File: src/cit_regs.svh
`ifndef CIT_REGS_SVH
`define CIT_REGS_SVH
// external access cycle base counts
`define CIT_EXT_BASE_MODE0 5'h05
`define CIT_EXT_BASE_MODE1 5'h03
// on-chip auxiliary ram access length
`define CIT_AUX_CYCLES 5'h03
// stretch field widths
`define CIT_ALE_W 2
`define CIT_RWP_W 3
// test-bit-and-clear opcode
`define CIT_OP_JBC 8'h10
`endif

File: src/cit_pkg.sv
package cit_pkg;
    typedef logic [7:0] cit_op_t;
    typedef logic [4:0] cit_cyc_t;
    typedef logic [1:0] cit_len_t;
    typedef enum logic [1:0] {CIT_IDLE, CIT_BUSY} cit_state_e;
endpackage

File: src/cit_timing.sv
`timescale 1ns/100ps
`include "cit_regs.svh"
module cit_timing (
    input wire logic clk, // system clock
    input wire logic rst, // synchronous reset, active high
    input wire logic issue_valid, // opcode presented for execution
    input wire logic [7:0] issue_opcode, // first instruction byte
    input wire logic movx_external, // movx targets external ram
    input wire logic external_access_mode_select, // external access mode
    input wire logic [`CIT_ALE_W-1:0] ale_stretch, // latch pulse stretch
    input wire logic [`CIT_RWP_W-1:0] rw_stretch, // read/write pulse stretch
    input wire logic rw_setup_hold_stretch, // setup/hold stretch
    input wire logic tested_bit, // value of bit tested by test-and-clear
    output logic issue_ready, // sequencer accepts an opcode
    output logic [1:0] instr_bytes, // length of accepted instruction
    output logic [4:0] instr_cycles, // cycle count of accepted instruction
    output logic bit_clear, // pulse: clear the tested bit
    output logic busy // instruction in progress
);
    cit_pkg::cit_state_e state_reg;
    cit_pkg::cit_cyc_t remain_reg;
    cit_pkg::cit_cyc_t cyc_now;
    cit_pkg::cit_len_t len_now;
    logic take;

    function automatic cit_pkg::cit_cyc_t ext_cycles(input logic mode,
            input logic [`CIT_ALE_W-1:0] ale, input logic [`CIT_RWP_W-1:0] rw,
            input logic sh);
        cit_pkg::cit_cyc_t sh2;
        sh2 = {3'h0, sh, 1'h0};
        if (mode) begin
            ext_cycles = `CIT_EXT_BASE_MODE1 + {2'h0, rw} + sh2;
        end else begin
            ext_cycles = `CIT_EXT_BASE_MODE0 + {2'h0, ale, 1'h0} + {2'h0, rw}
                + sh2;
        end
    endfunction

    // opcode to length and cycle count
    function automatic void decode(input cit_pkg::cit_op_t op, input logic ext,
            input cit_pkg::cit_cyc_t xc, output cit_pkg::cit_len_t len,
            output cit_pkg::cit_cyc_t cyc);
        logic [3:0] hi;
        logic [3:0] lo;
        hi = op[7:4];
        lo = op[3:0];
        len = 2'h1;
        cyc = 5'h01;
        if (lo == 4'h1) begin
            len = 2'h2;
            cyc = 5'h06;
            if (!hi[0]) begin
                cyc = 5'h03;
            end
        end else if (lo >= 4'h8) begin
            unique case (hi)
                4'h0, 4'h1: cyc = 5'h03;
                4'h2, 4'h3, 4'h4, 4'h5, 4'h6: cyc = 5'h02;
                4'h7: begin len = 2'h2; cyc = 5'h02; end
                4'h8: begin len = 2'h2; cyc = 5'h03; end
                4'h9: cyc = 5'h02;
                4'hA: begin len = 2'h2; cyc = 5'h04; end
                4'hB: begin len = 2'h3; cyc = 5'h04; end
                4'hC: cyc = 5'h03;
                4'hD: begin len = 2'h2; cyc = 5'h04; end
                4'hE: cyc = 5'h01;
                4'hF: cyc = 5'h02;
            endcase
        end else if (lo >= 4'h6) begin
            unique case (hi)
                4'h0, 4'h1: cyc = 5'h04;
                4'h2, 4'h3, 4'h4, 4'h5, 4'h6, 4'h9: cyc = 5'h03;
                4'h7, 4'hA: begin len = 2'h2; cyc = 5'h03; end
                4'h8: begin len = 2'h2; cyc = 5'h04; end
                4'hB: begin len = 2'h3; cyc = 5'h05; end
                4'hC, 4'hD: cyc = 5'h04;
                4'hE: cyc = 5'h02;
                4'hF: cyc = 5'h03;
            endcase
        end else begin
            unique case (op)
                8'h00: cyc = 5'h01;
                8'h02: begin len = 2'h3; cyc = 5'h04; end
                8'h03, 8'h13, 8'h23, 8'h33, 8'hC4, 8'hE4: cyc = 5'h01;
                8'h04, 8'h14: cyc = 5'h02;
                8'h05, 8'h15: begin len = 2'h2; cyc = 5'h04; end
                8'h10: begin len = 2'h3; cyc = 5'h05; end
                8'h12: begin len = 2'h3; cyc = 5'h06; end
                8'h20, 8'h30: begin len = 2'h3; cyc = 5'h04; end
                8'h22, 8'h32: cyc = 5'h04;
                8'h24, 8'h34, 8'h44, 8'h54, 8'h64, 8'h94: begin
                    len = 2'h2; cyc = 5'h02; end
                8'h25, 8'h35, 8'h45, 8'h55, 8'h65, 8'h95: begin
                    len = 2'h2; cyc = 5'h03; end
                8'h40, 8'h50, 8'h60, 8'h70, 8'h80: begin len = 2'h2; cyc = 5'h03; end
                8'h42, 8'h52, 8'h62, 8'h92, 8'hB2, 8'hC2, 8'hD2: begin
                    len = 2'h2; cyc = 5'h04; end
                8'h43, 8'h53, 8'h63: begin len = 2'h3; cyc = 5'h04; end
                8'h72, 8'h82, 8'hA0, 8'hA2, 8'hB0, 8'hD0: begin
                    len = 2'h2; cyc = 5'h03; end
                8'h73: cyc = 5'h03;
                8'h74: begin len = 2'h2; cyc = 5'h02; end
                8'h75: begin len = 2'h3; cyc = 5'h03; end
                8'h83, 8'h93: cyc = 5'h04;
                8'h84: cyc = 5'h05;
                8'h85: begin len = 2'h3; cyc = 5'h04; end
                8'h90: begin len = 2'h3; cyc = 5'h03; end
                8'hA3: cyc = 5'h01;
                8'hA4, 8'hD4: cyc = 5'h04;
                8'hB3, 8'hC3, 8'hD3: cyc = 5'h01;
                8'hB4: begin len = 2'h3; cyc = 5'h04; end
                8'hB5: begin len = 2'h3; cyc = 5'h05; end
                8'hC0: begin len = 2'h2; cyc = 5'h04; end
                8'hC5: begin len = 2'h2; cyc = 5'h04; end
                8'hD5: begin len = 2'h3; cyc = 5'h05; end
                8'hE0, 8'hE2, 8'hE3, 8'hF0, 8'hF2, 8'hF3: begin
                    cyc = ext ? xc : `CIT_AUX_CYCLES; end
                8'hE5: begin len = 2'h2; cyc = 5'h02; end
                8'hF4: cyc = 5'h02;
                8'hF5: begin len = 2'h2; cyc = 5'h03; end
                default: begin len = 2'h1; cyc = 5'h01; end
            endcase
        end
    endfunction

    always_comb begin
        decode(issue_opcode, movx_external,
            ext_cycles(external_access_mode_select, ale_stretch, rw_stretch,
                rw_setup_hold_stretch), len_now, cyc_now);
    end

    assign issue_ready = (state_reg == cit_pkg::CIT_IDLE);
    assign take = issue_valid && issue_ready;
    assign busy = (state_reg == cit_pkg::CIT_BUSY);

    // sequencer: counts down the listed cycles before accepting again
    always_ff @(posedge clk) begin
        if (rst) begin
            state_reg <= cit_pkg::CIT_IDLE;
            remain_reg <= 5'h00;
        end else begin
            unique case (state_reg)
                cit_pkg::CIT_IDLE: begin
                    if (take && cyc_now > 5'h01) begin
                        state_reg <= cit_pkg::CIT_BUSY;
                        remain_reg <= cyc_now - 5'h01;
                    end
                end
                cit_pkg::CIT_BUSY: begin
                    remain_reg <= remain_reg - 5'h01;
                    if (remain_reg == 5'h01) begin
                        state_reg <= cit_pkg::CIT_IDLE;
                    end
                end
            endcase
        end
    end

    always_ff @(posedge clk) begin
        if (rst) begin
            instr_bytes <= 2'h0;
            instr_cycles <= 5'h00;
        end else if (take) begin
            instr_bytes <= len_now;
            instr_cycles <= cyc_now;
        end
    end

    // clear the tested bit, registered to the cycle after the accepting cycle, when it is found set
    always_ff @(posedge clk) begin
        if (rst) begin
            bit_clear <= 1'b0;
        end else begin
            bit_clear <= take && (issue_opcode == `CIT_OP_JBC) && tested_bit;
        end
    end

    logic [4:0] busy_cnt;
    always_ff @(posedge clk) begin
        if (rst) begin
            busy_cnt <= 5'h00;
        end else if (take) begin
            busy_cnt <= 5'h01;
        end else if (busy) begin
            busy_cnt <= busy_cnt + 5'h01;
        end
    end

    wait_full_a: assert property (@(posedge clk) disable iff (rst)
        (issue_ready && !$past(issue_ready) && !$past(rst)) |-> (busy_cnt == instr_cycles))
        else $error("sequencer freed before cycle count");
    hold_busy_a: assert property (@(posedge clk) disable iff (rst)
        busy |=> ($stable(instr_bytes) && $stable(instr_cycles)))
        else $error("opcode accepted while busy");
    mov_a_rn_a: assert property (@(posedge clk) disable iff (rst)
        (take && issue_opcode == 8'hE8)
        |=> (instr_bytes == 2'h1 && instr_cycles == 5'h01 && issue_ready))
        else $error("register to acc not one cycle");
    mov_rn_dir_a: assert property (@(posedge clk) disable iff (rst)
        (take && issue_opcode == 8'hA8)
        |=> (instr_bytes == 2'h2 && instr_cycles == 5'h04))
        else $error("direct to register timing wrong");
    mov_dir_a: assert property (@(posedge clk) disable iff (rst)
        (take && issue_opcode == 8'h85)
        |=> (instr_bytes == 2'h3 && busy) ##1 busy[*2] ##1 !busy)
        else $error("direct to direct timing wrong");
    data_pointer_load_a: assert property (@(posedge clk) disable iff (rst)
        (take && issue_opcode == 8'h90)
        |=> (instr_cycles == 5'h03 && instr_bytes == 2'h3))
        else $error("data pointer load timing wrong");
    movc_data_pointer_a: assert property (@(posedge clk) disable iff (rst)
        (take && issue_opcode == 8'h93)
        |=> (instr_bytes == 2'h1 && instr_cycles == 5'h04))
        else $error("pointer table lookup timing wrong");
    movc_pc_a: assert property (@(posedge clk) disable iff (rst)
        (take && issue_opcode == 8'h83)
        |=> (instr_bytes == 2'h1 && instr_cycles == 5'h04))
        else $error("counter table lookup timing wrong");
    aux_len_a: assert property (@(posedge clk) disable iff (rst)
        (take && issue_opcode == 8'hE0 && !movx_external)
        |=> (instr_bytes == 2'h1 && instr_cycles == 5'h03))
        else $error("auxiliary access not three cycles");
    aux_write_a: assert property (@(posedge clk) disable iff (rst)
        (take && issue_opcode == 8'hF2 && !movx_external)
        |=> (instr_bytes == 2'h1 && instr_cycles == 5'h03))
        else $error("auxiliary write not three cycles");
    ext_len_a: assert property (@(posedge clk) disable iff (rst)
        (take && issue_opcode == 8'hE2 && movx_external)
        |=> (instr_bytes == 2'h1 && instr_cycles >= 5'h03 && instr_cycles <= 5'h14))
        else $error("external access length out of range");
    ext_mode1_a: assert property (@(posedge clk) disable iff (rst)
        (take && issue_opcode == 8'hE0 && movx_external && external_access_mode_select)
        |=> (instr_cycles >= 5'h03 && instr_cycles <= 5'h0C))
        else $error("mode 1 external length out of range");
    ext_mode1_exact_a: assert property (@(posedge clk) disable iff (rst)
        (take && movx_external && external_access_mode_select && issue_opcode == 8'hF2)
        |=> (instr_cycles == `CIT_EXT_BASE_MODE1 + {2'h0, $past(rw_stretch)}
            + {3'h0, $past(rw_setup_hold_stretch), 1'h0}))
        else $error("mode 1 external length wrong");
    ext_mode0_a: assert property (@(posedge clk) disable iff (rst)
        (take && issue_opcode == 8'hF0 && movx_external && !external_access_mode_select)
        |=> (instr_cycles >= 5'h05 && instr_cycles <= 5'h14))
        else $error("mode 0 external length out of range");
    ext_mode0_exact_a: assert property (@(posedge clk) disable iff (rst)
        (take && movx_external && !external_access_mode_select && issue_opcode == 8'hF2)
        |=> (instr_cycles == `CIT_EXT_BASE_MODE0 + {2'h0, $past(ale_stretch), 1'h0}
            + {2'h0, $past(rw_stretch)} + {3'h0, $past(rw_setup_hold_stretch), 1'h0}))
        else $error("mode 0 external length wrong");
    ale_max_a: assert property (@(posedge clk) disable iff (rst)
        (take && issue_opcode == 8'hF2 && movx_external && !external_access_mode_select
            && ale_stretch == 2'h3 && rw_stretch == 3'h0 && !rw_setup_hold_stretch)
        |=> (instr_cycles == 5'h0B))
        else $error("latch stretch of three not applied");
    rw_max_a: assert property (@(posedge clk) disable iff (rst)
        (take && issue_opcode == 8'hF2 && movx_external && external_access_mode_select
            && rw_stretch == 3'h7 && !rw_setup_hold_stretch)
        |=> (instr_cycles == 5'h0A))
        else $error("read write stretch of seven not applied");
    sh_one_a: assert property (@(posedge clk) disable iff (rst)
        (take && issue_opcode == 8'hF2 && movx_external && external_access_mode_select
            && rw_stretch == 3'h0 && rw_setup_hold_stretch)
        |=> (instr_cycles == 5'h05))
        else $error("setup hold stretch not applied");
    push_a: assert property (@(posedge clk) disable iff (rst)
        (take && issue_opcode == 8'hC0)
        |=> (instr_bytes == 2'h2 && instr_cycles == 5'h04))
        else $error("push timing wrong");
    pop_a: assert property (@(posedge clk) disable iff (rst)
        (take && issue_opcode == 8'hD0)
        |=> (instr_bytes == 2'h2 && instr_cycles == 5'h03))
        else $error("pop timing wrong");
    rotate_a: assert property (@(posedge clk) disable iff (rst)
        (take && issue_opcode inside {8'h03, 8'h13, 8'h23, 8'h33, 8'hC4})
        |=> (instr_bytes == 2'h1 && instr_cycles == 5'h01))
        else $error("rotate or swap timing wrong");
    inc_acc_a: assert property (@(posedge clk) disable iff (rst)
        (take && issue_opcode inside {8'h04, 8'h14})
        |=> (instr_bytes == 2'h1 && instr_cycles == 5'h02))
        else $error("acc increment timing wrong");
    inc_reg_a: assert property (@(posedge clk) disable iff (rst)
        (take && issue_opcode inside {8'h08, 8'h18})
        |=> (instr_bytes == 2'h1 && instr_cycles == 5'h03))
        else $error("register increment timing wrong");
    inc_dir_a: assert property (@(posedge clk) disable iff (rst)
        (take && issue_opcode inside {8'h05, 8'h15})
        |=> (instr_bytes == 2'h2 && instr_cycles == 5'h04))
        else $error("direct increment timing wrong");
    inc_ind_a: assert property (@(posedge clk) disable iff (rst)
        (take && issue_opcode inside {8'h06, 8'h16})
        |=> (instr_bytes == 2'h1 && instr_cycles == 5'h04))
        else $error("indirect increment timing wrong");
    bit_op_a: assert property (@(posedge clk) disable iff (rst)
        (take && issue_opcode inside {8'hB2, 8'hC2, 8'hD2})
        |=> (instr_bytes == 2'h2 && instr_cycles == 5'h04))
        else $error("bit operation timing wrong");
    carry_op_a: assert property (@(posedge clk) disable iff (rst)
        (take && issue_opcode inside {8'hB3, 8'hC3, 8'hD3})
        |=> (instr_bytes == 2'h1 && instr_cycles == 5'h01))
        else $error("carry operation timing wrong");
    jbc_len_a: assert property (@(posedge clk) disable iff (rst)
        (take && issue_opcode == `CIT_OP_JBC)
        |=> (instr_bytes == 2'h3 && instr_cycles == 5'h05))
        else $error("test and clear jump timing wrong");
    jbc_clear_a: assert property (@(posedge clk) disable iff (rst)
        (take && issue_opcode == `CIT_OP_JBC && tested_bit) |=> bit_clear)
        else $error("set test bit not cleared");
    bit_clr_a: assert property (@(posedge clk) disable iff (rst)
        bit_clear |-> $past(issue_opcode) == `CIT_OP_JBC && $past(tested_bit))
        else $error("bit cleared without set test bit");
    acall_a: assert property (@(posedge clk) disable iff (rst)
        (take && issue_opcode == 8'h11)
        |=> (instr_bytes == 2'h2 && instr_cycles == 5'h06))
        else $error("absolute call timing wrong");
    call_len_a: assert property (@(posedge clk) disable iff (rst)
        (take && issue_opcode == 8'h12)
        |=> (instr_cycles == 5'h06 && instr_bytes == 2'h3))
        else $error("long call timing wrong");
    ret_a: assert property (@(posedge clk) disable iff (rst)
        (take && issue_opcode inside {8'h22, 8'h32})
        |=> (instr_bytes == 2'h1 && instr_cycles == 5'h04))
        else $error("return timing wrong");
    cjne_slow_a: assert property (@(posedge clk) disable iff (rst)
        (take && issue_opcode inside {8'hB5, 8'hB6, 8'hB7})
        |=> (instr_bytes == 2'h3 && instr_cycles == 5'h05))
        else $error("slow compare jump timing wrong");
    cjne_fast_a: assert property (@(posedge clk) disable iff (rst)
        (take && issue_opcode inside {8'hB4, 8'hB8, 8'hBF})
        |=> (instr_bytes == 2'h3 && instr_cycles == 5'h04))
        else $error("fast compare jump timing wrong");
    djnz_reg_a: assert property (@(posedge clk) disable iff (rst)
        (take && issue_opcode inside {8'hD8, 8'hDF})
        |=> (instr_bytes == 2'h2 && instr_cycles == 5'h04))
        else $error("register decrement jump timing wrong");
    djnz_dir_a: assert property (@(posedge clk) disable iff (rst)
        (take && issue_opcode == 8'hD5)
        |=> (instr_bytes == 2'h3 && instr_cycles == 5'h05))
        else $error("direct decrement jump timing wrong");
    jmp_ind_a: assert property (@(posedge clk) disable iff (rst)
        (take && issue_opcode == 8'h73)
        |=> (instr_bytes == 2'h1 && instr_cycles == 5'h03))
        else $error("indirect jump timing wrong");
endmodule // cit_timing

File: config.mk
export PLATFORM = sky130hd
export DESIGN_NAME = cit_timing
export DESIGN_NICKNAME = d
export VERILOG_FILES = /design/src/cit_pkg.sv /design/src/cit_timing.sv
export VERILOG_INCLUDE_DIRS = /design/src
export SDC_FILE = /design/constraint.sdc
export NUM_CORES = 1
export LEC_CHECK = 0
export BUFFER_PORTS_ARGS = -buffer_cell sky130_fd_sc_hd__buf_2
export CAP_MARGIN = 25
export CORE_UTILIZATION = 55
export DETAILED_ROUTE_END_ITERATION = 10
export PLACE_DENSITY = 0.78
export REMOVE_ABC_BUFFERS = 1
export SETUP_SLACK_MARGIN = 0.02
export SYNTH_ARGS = -nofsm -noshare
export SYNTH_HDL_FRONTEND = slang
export SYNTH_SLANG_ARGS = --single-unit
File: constraint.sdc
create_clock -name clk -period 8.25 [get_ports clk]
set_input_delay 0.4125 -clock clk [delete_from_list [all_inputs] [get_ports clk]]
set_output_delay 0.4125 -clock clk [all_outputs]
set_load 0.005 [all_outputs]
==> results.toml, run 1 <==
[place]
place_area_um2 = 2020
io_buffers = 29
dp_hpwl_mm = 3.36
place_congestion = 1.01

[clock_network]
cts_sinks = 14
postCtsSetupBuffers = 0
clk_latency_ns = 0.29
cts_resized = 0
ctsHoldBuffers = 0
cts_root_buffer = "clkbuf_4"
cts.clk_slew.worst_paths_ns = 0.08
cts_buffers = 3
cts_tree = "done"
cts.htree.levels = 1
clock_path_buffers = 2

[synth]
syn_area_per_cell_um2 = 7.37
dominantRegCellSynth = "dfxtp_1"
ys_ff_latch = 14
synthDistinctLibCells = 61
ys_seq_area_share_pct = 14.7
synthTopCellsByArea = "dfxtp_1, ha_1, nor2_1, nand2_1, a21oi_1"
yosys.area.top_type = "dfxtp_1"
synth_area_um2 = 1910
synthCells = 259
yosysTopAreaCellShare_pct = 14.7
yosys_warnings = 0
async_flop_share_pct = 0
synth.most_common_cell = "nor2_1"
synthTopCellsByCount = "nor2_1, nand2_1, inv_1, a21oi_1, dfxtp_1"
synth-edff-count = 0

[power_and_ir_drop]
p_seq_share_pct = 34.0
p_clk_share_pct = 20.4
static-leakage-power_nw = 0.822
switching_share_pct = 38.5
p_int_mw = 0.151
powerDensity_nw_per_um2 = 120
p_switching_mw = 0.0948
finalPower_mw = 0.246
p_comb_share_pct = 45.6
vdd.ir_drop.worst_v = 0.0000875

[timing]
slew_viol_final = 0
fin_tns_setup_ns = 0
max_slew.worst_pin.slew_ns = 0.598
clock_skew_ns = 0.000729
finalHoldViolCount = 0
setup_viol = 0
max_freq_mhz = 306
rsz0062_at_grt = "false"
max_slew_margin_pct = 60.1
fin_crit_sh_pct = 39.6
fin_crit_ns = 3.27

[final_layout]
final_core_util_pct = 61.5
drive_above_1_share_pct = 16.2
diodes = 0
syn2layout_area_growth_pct = 7.54
final_nets = 305
final_cell_area_um2 = 2050

[drt]
wl_per_cell_um = 14.5
ant_nets = 0
viasPerCell = 6.38
routed_wl_mm = 4.61
drc = 0
drtPass1Iterations = 5
vias = 2028
drt_iter0_drc = 401

[critical_path]
end_kind = "flip-flop"
crit_path_cell_trace = "buf_2, fa_1, ha_1, inv_1, fa_1, mux2i_1, a31oi_1, nand4_1, o221ai_1, a41oi_4, or4b_1, o311ai_1"
crit_slowest_cell = "fa_1"
startpoint_type = "input port"
cp_common_cell = "fa_1"
cp_max_fo = 10
cp.arrival_ns = 3.47
critPathMaxStageDelay_ns = 0.54
reg2reg_slack_ns = 6.88
critical_path_required_ns = 8.45
criticalPathCategory = "in2reg"

[global_routing]
grt_pass1_wl_mm = 7.57
grt_pass1_vias = 1669
grt_util_all_layers_pct = 26.9
antenna_found_initial = 0
grt_overflow = 0
grt_start_max_net_pins = 33

[floorplanning]
rows = 21
start_util_pct = 57.2
die_area_um2 = 3710
die_y_um = 60.9
fp.dieW_um = 60.9
core_area_um2 = 3340
ioPinCount = 30

[run_status]
status = "finished, final reports clean"

[job]
cap_violations = 0

[hold_path]
min_path_type = "in2reg"
worst max-delay path, delay by kind of cell:
| family | cells | cell delay, ns |
|---|---|---|
| fa+ha+maj | 3 | 1.17 |
| compound gates | 4 | 1.01 |
| simple gates | 2 | 0.66 |
| buf+inv | 2 | 0.16 |
| mux | 1 | 0.06 |
cell families after synthesis:
group                    synth area share (%)
AO/OA/AOI/OAI                            24.3
XOR/XNOR                                 3.21
adder cells (fa/ha/maj)                  9.05
buffers and inverters                    8.92
flip-flops                               14.7
multiplexers                             2.10
AND/OR/NAND/NOR                          37.8
area by class of cell:
class	count	area, um^2
fill	316	1280
multi-input combinational	206	1460
inverter	18	67.6
sequential	14	280
timing repair buffer	30	153
clock buffer	4	36.3
tap	46	57.6
through the flow:
step / setup WS (ns) / hold slack [ns] / cells
after CTS: 5.00 / 0.378 / 318
after detailed placement: 4.70 / 0.452 / 314
after global routing: 4.79 / 0.384 / 318
final: 4.98 / 0.373 / 318
after global placement: 4.78 / 0.442 / 314
after floorplan: 5.04 / 0.447 / 238
path summary, 6_finish.rpt:
check | start | end | cells after the start
max reg2reg | state_reg[0] | instr_cycles[3] | 5
max | ale_stretch[0] | remain_reg[2] | 12
min | tested_bit | bit_clear | 3
min reg2reg | instr_cycles[2] | instr_cycles[2] | 2
routing by layer:
metal,global-route usage [%],wire [um],vias up
met4,7.47,85,0
li1,-,-,979
met2,41.4,2040,103
met3,5.54,337,10
met1,37.9,2150,936
met5,0,0,-
power groups by stage:
stage          clock network [mW]  logic, mW  registers (mW)
2_1_floorplan                   0     0.0764          0.0838
3_3_place_gp                    0      0.109          0.0850
3_5_place_dp                    0      0.111          0.0850
4_1_cts                    0.0511      0.111          0.0835
5_1_grt                    0.0551      0.126          0.0851
6_report                   0.0502      0.112          0.0837
cells in the final DEF (no fill, tap or decap), types with 3 or more instances in the layout:
cell type  count
buf_2         29
nor2_1        24
nand2_1       22
inv_1         18
a21oi_1       14
dfxtp_1       14
nor3_1        13
o21ai_0       11
ha_1           9
and3_1         8
nand2b_1       7
nand3_1        6
xnor2_1        6
a31oi_1        5
nand3b_1       5
nor2b_1        5
nand4b_1       4
mux2i_1        4
nor4b_1        3
o211ai_1       3
or3_1          3
nor3b_1        3
fa_1           3
clkbuf_4       3
No activity file was read; power rests on OpenSTA's default activity.
==> inputs of run 2 (changes only) <==
CORE_UTILIZATION = 52   (was 55)
PLACE_DENSITY = 0.77   (was 0.78)
clock period = 2.65 ns   (was 8.25 ns; I/O delays follow)
==> results.toml, run 2 (synthesis results as in run 1) <==
[place]
place_area_um2 = 2470
dp_slack_ns = -0.400
place_congestion = 0.970
io_buffers = 29
dp_hpwl_mm = 4.44

[power_and_ir_drop]
static-leakage-power_nw = 1.16
p_seq_share_pct = 29.3
vdd.ir_drop.worst_v = 0.000332
p_int_mw = 0.559
finalPower_mw = 0.901
powerDensity_nw_per_um2 = 341
switching_share_pct = 38.0
p_switching_mw = 0.342
p_comb_share_pct = 52.7
p_clk_share_pct = 18.0

[timing]
setup_ws_ns = -0.120
fin_crit_ns = 2.77
fin_crit_sh_pct = 105
max_freq_mhz = 361
rsz0062_at_grt = "true"
finalHoldViolCount = 0
slew_viol_final = 0
setup_viol = 4
max_slew_margin_pct = 61.8
clock_skew_ns = 0.00504
max_slew.worst_pin.slew_ns = 0.571

[clock_network]
cts.clk_slew.worst_paths_ns = 0.09
cts_sinks = 14
cts_root_buffer = "clkbuf_4"
cts.htree.levels = 1
clk_latency_ns = 0.29
cts_tree = "done"
clock_path_buffers = 2
ctsHoldBuffers = 0
cts_buffers = 3

[critical_path]
reg2reg_depth = 5
cp.arrival_ns = 2.94
critical_path_required_ns = 2.82
criticalPathCategory = "in2reg"
cp_max_fo = 3
startpoint_type = "input port"
end_kind = "flip-flop"

[floorplanning]
die_y_um = 62.6
fp.dieW_um = 62.6
rows = 21
ioPinCount = 30
die_area_um2 = 3920
start_util_pct = 55.9
core_area_um2 = 3420

[run_status]
status = "finished with violations"
violations = "negative setup slack"

[global_routing]
grt_util_all_layers_pct = 29.6
grt_overflow = 0
antenna_found_initial = 0
grt_pass1_vias = 2086
grt_pass1_wl_mm = 9.43
grt_start_max_net_pins = 21

[hold_path]
whs_path_depth = 3
min_path_type = "in2reg"

[final_layout]
syn2layout_area_growth_pct = 38.4
layout_common_cells = "buf_4, buf_2, nand2_1"
final_cell_area_um2 = 2640
diodes = 0
final_nets = 370
layout_commonest_cell = "buf_4"
drive_above_1_share_pct = 35.9

[drt]
ant_nets = 0
wl_per_cell_um = 15.4
drtPass1Iterations = 5
vias = 2286
viasPerCell = 5.97
routed_wl_mm = 5.92
drt_iter0_drc = 184
drc = 0

[job]
cap_violations = 0
==> run 2: path summary, 6_finish.rpt <==
kind                   start              end  slack [ns]
max           ale_stretch[0]    remain_reg[4]       -0.12
max reg2reg     state_reg[0]  instr_cycles[3]        1.18
min reg2reg  instr_cycles[2]  instr_cycles[2]        0.46
min               tested_bit        bit_clear        0.09
==> run 2: layer usage <==
layer	vias to the layer above	share of wire, %	GRT usage, %
li1	1108	-	-
met1	1055	45	39.2
met2	105	45	47.1
met3	18	7.2	7.30
met4	0	2.1	8.72
met5	-	0	0
==> run 2: power groups by stage <==
stage	registers, mW	logic, mW	clock network (mW)
after floorplan	0.261	0.238	0
after global placement	0.265	0.416	0
after detailed placement	0.266	0.428	0
after CTS	0.262	0.433	0.162
after global routing	0.267	0.522	0.172
final	0.264	0.475	0.162
==> run 2: area by class of cell <==
cell class,count,area (um^2)
clock buffer,4,36.3
fill,279,776
inverter,18,67.6
multi-input combinational,206,1540
sequential,14,280
tap,46,57.6
timing repair buffer,95,661
==> run 2: critical path, stage by stage <==
cell and delay (ns):
buf_6 0.09, fa_1 0.58, ha_4 0.14, inv_2 0.03, fa_1 0.47, mux2i_1 0.07
a31oi_1 0.20, nand4_1 0.18, o221ai_2 0.25, buf_4 0.18, and3_1 0.19, mux2i_1 0.28
a311oi_1 0.14
==> run 2: repair_timing <==
item | 4_1_cts | 5_1_grt
pin swaps | 2 | 5
endpoints found under the setup margin | 4 | 6
buffers inserted | 0 | 5
gates resized for setup | 1 | 21
==> run 2: metrics by stage <==
step	setup TNS (ns)	utilization, %	std cells	hold slack, ns
floorplan	-0.454	-	238	0.202
detailed placement	-1.73	72.4	375	0.403
CTS	0	73.7	379	0.0927
global placement	-1.39	72.4	375	0.393
global route	-0.853	77.3	383	0.113
finish	-0.357	77.3	383	0.0920
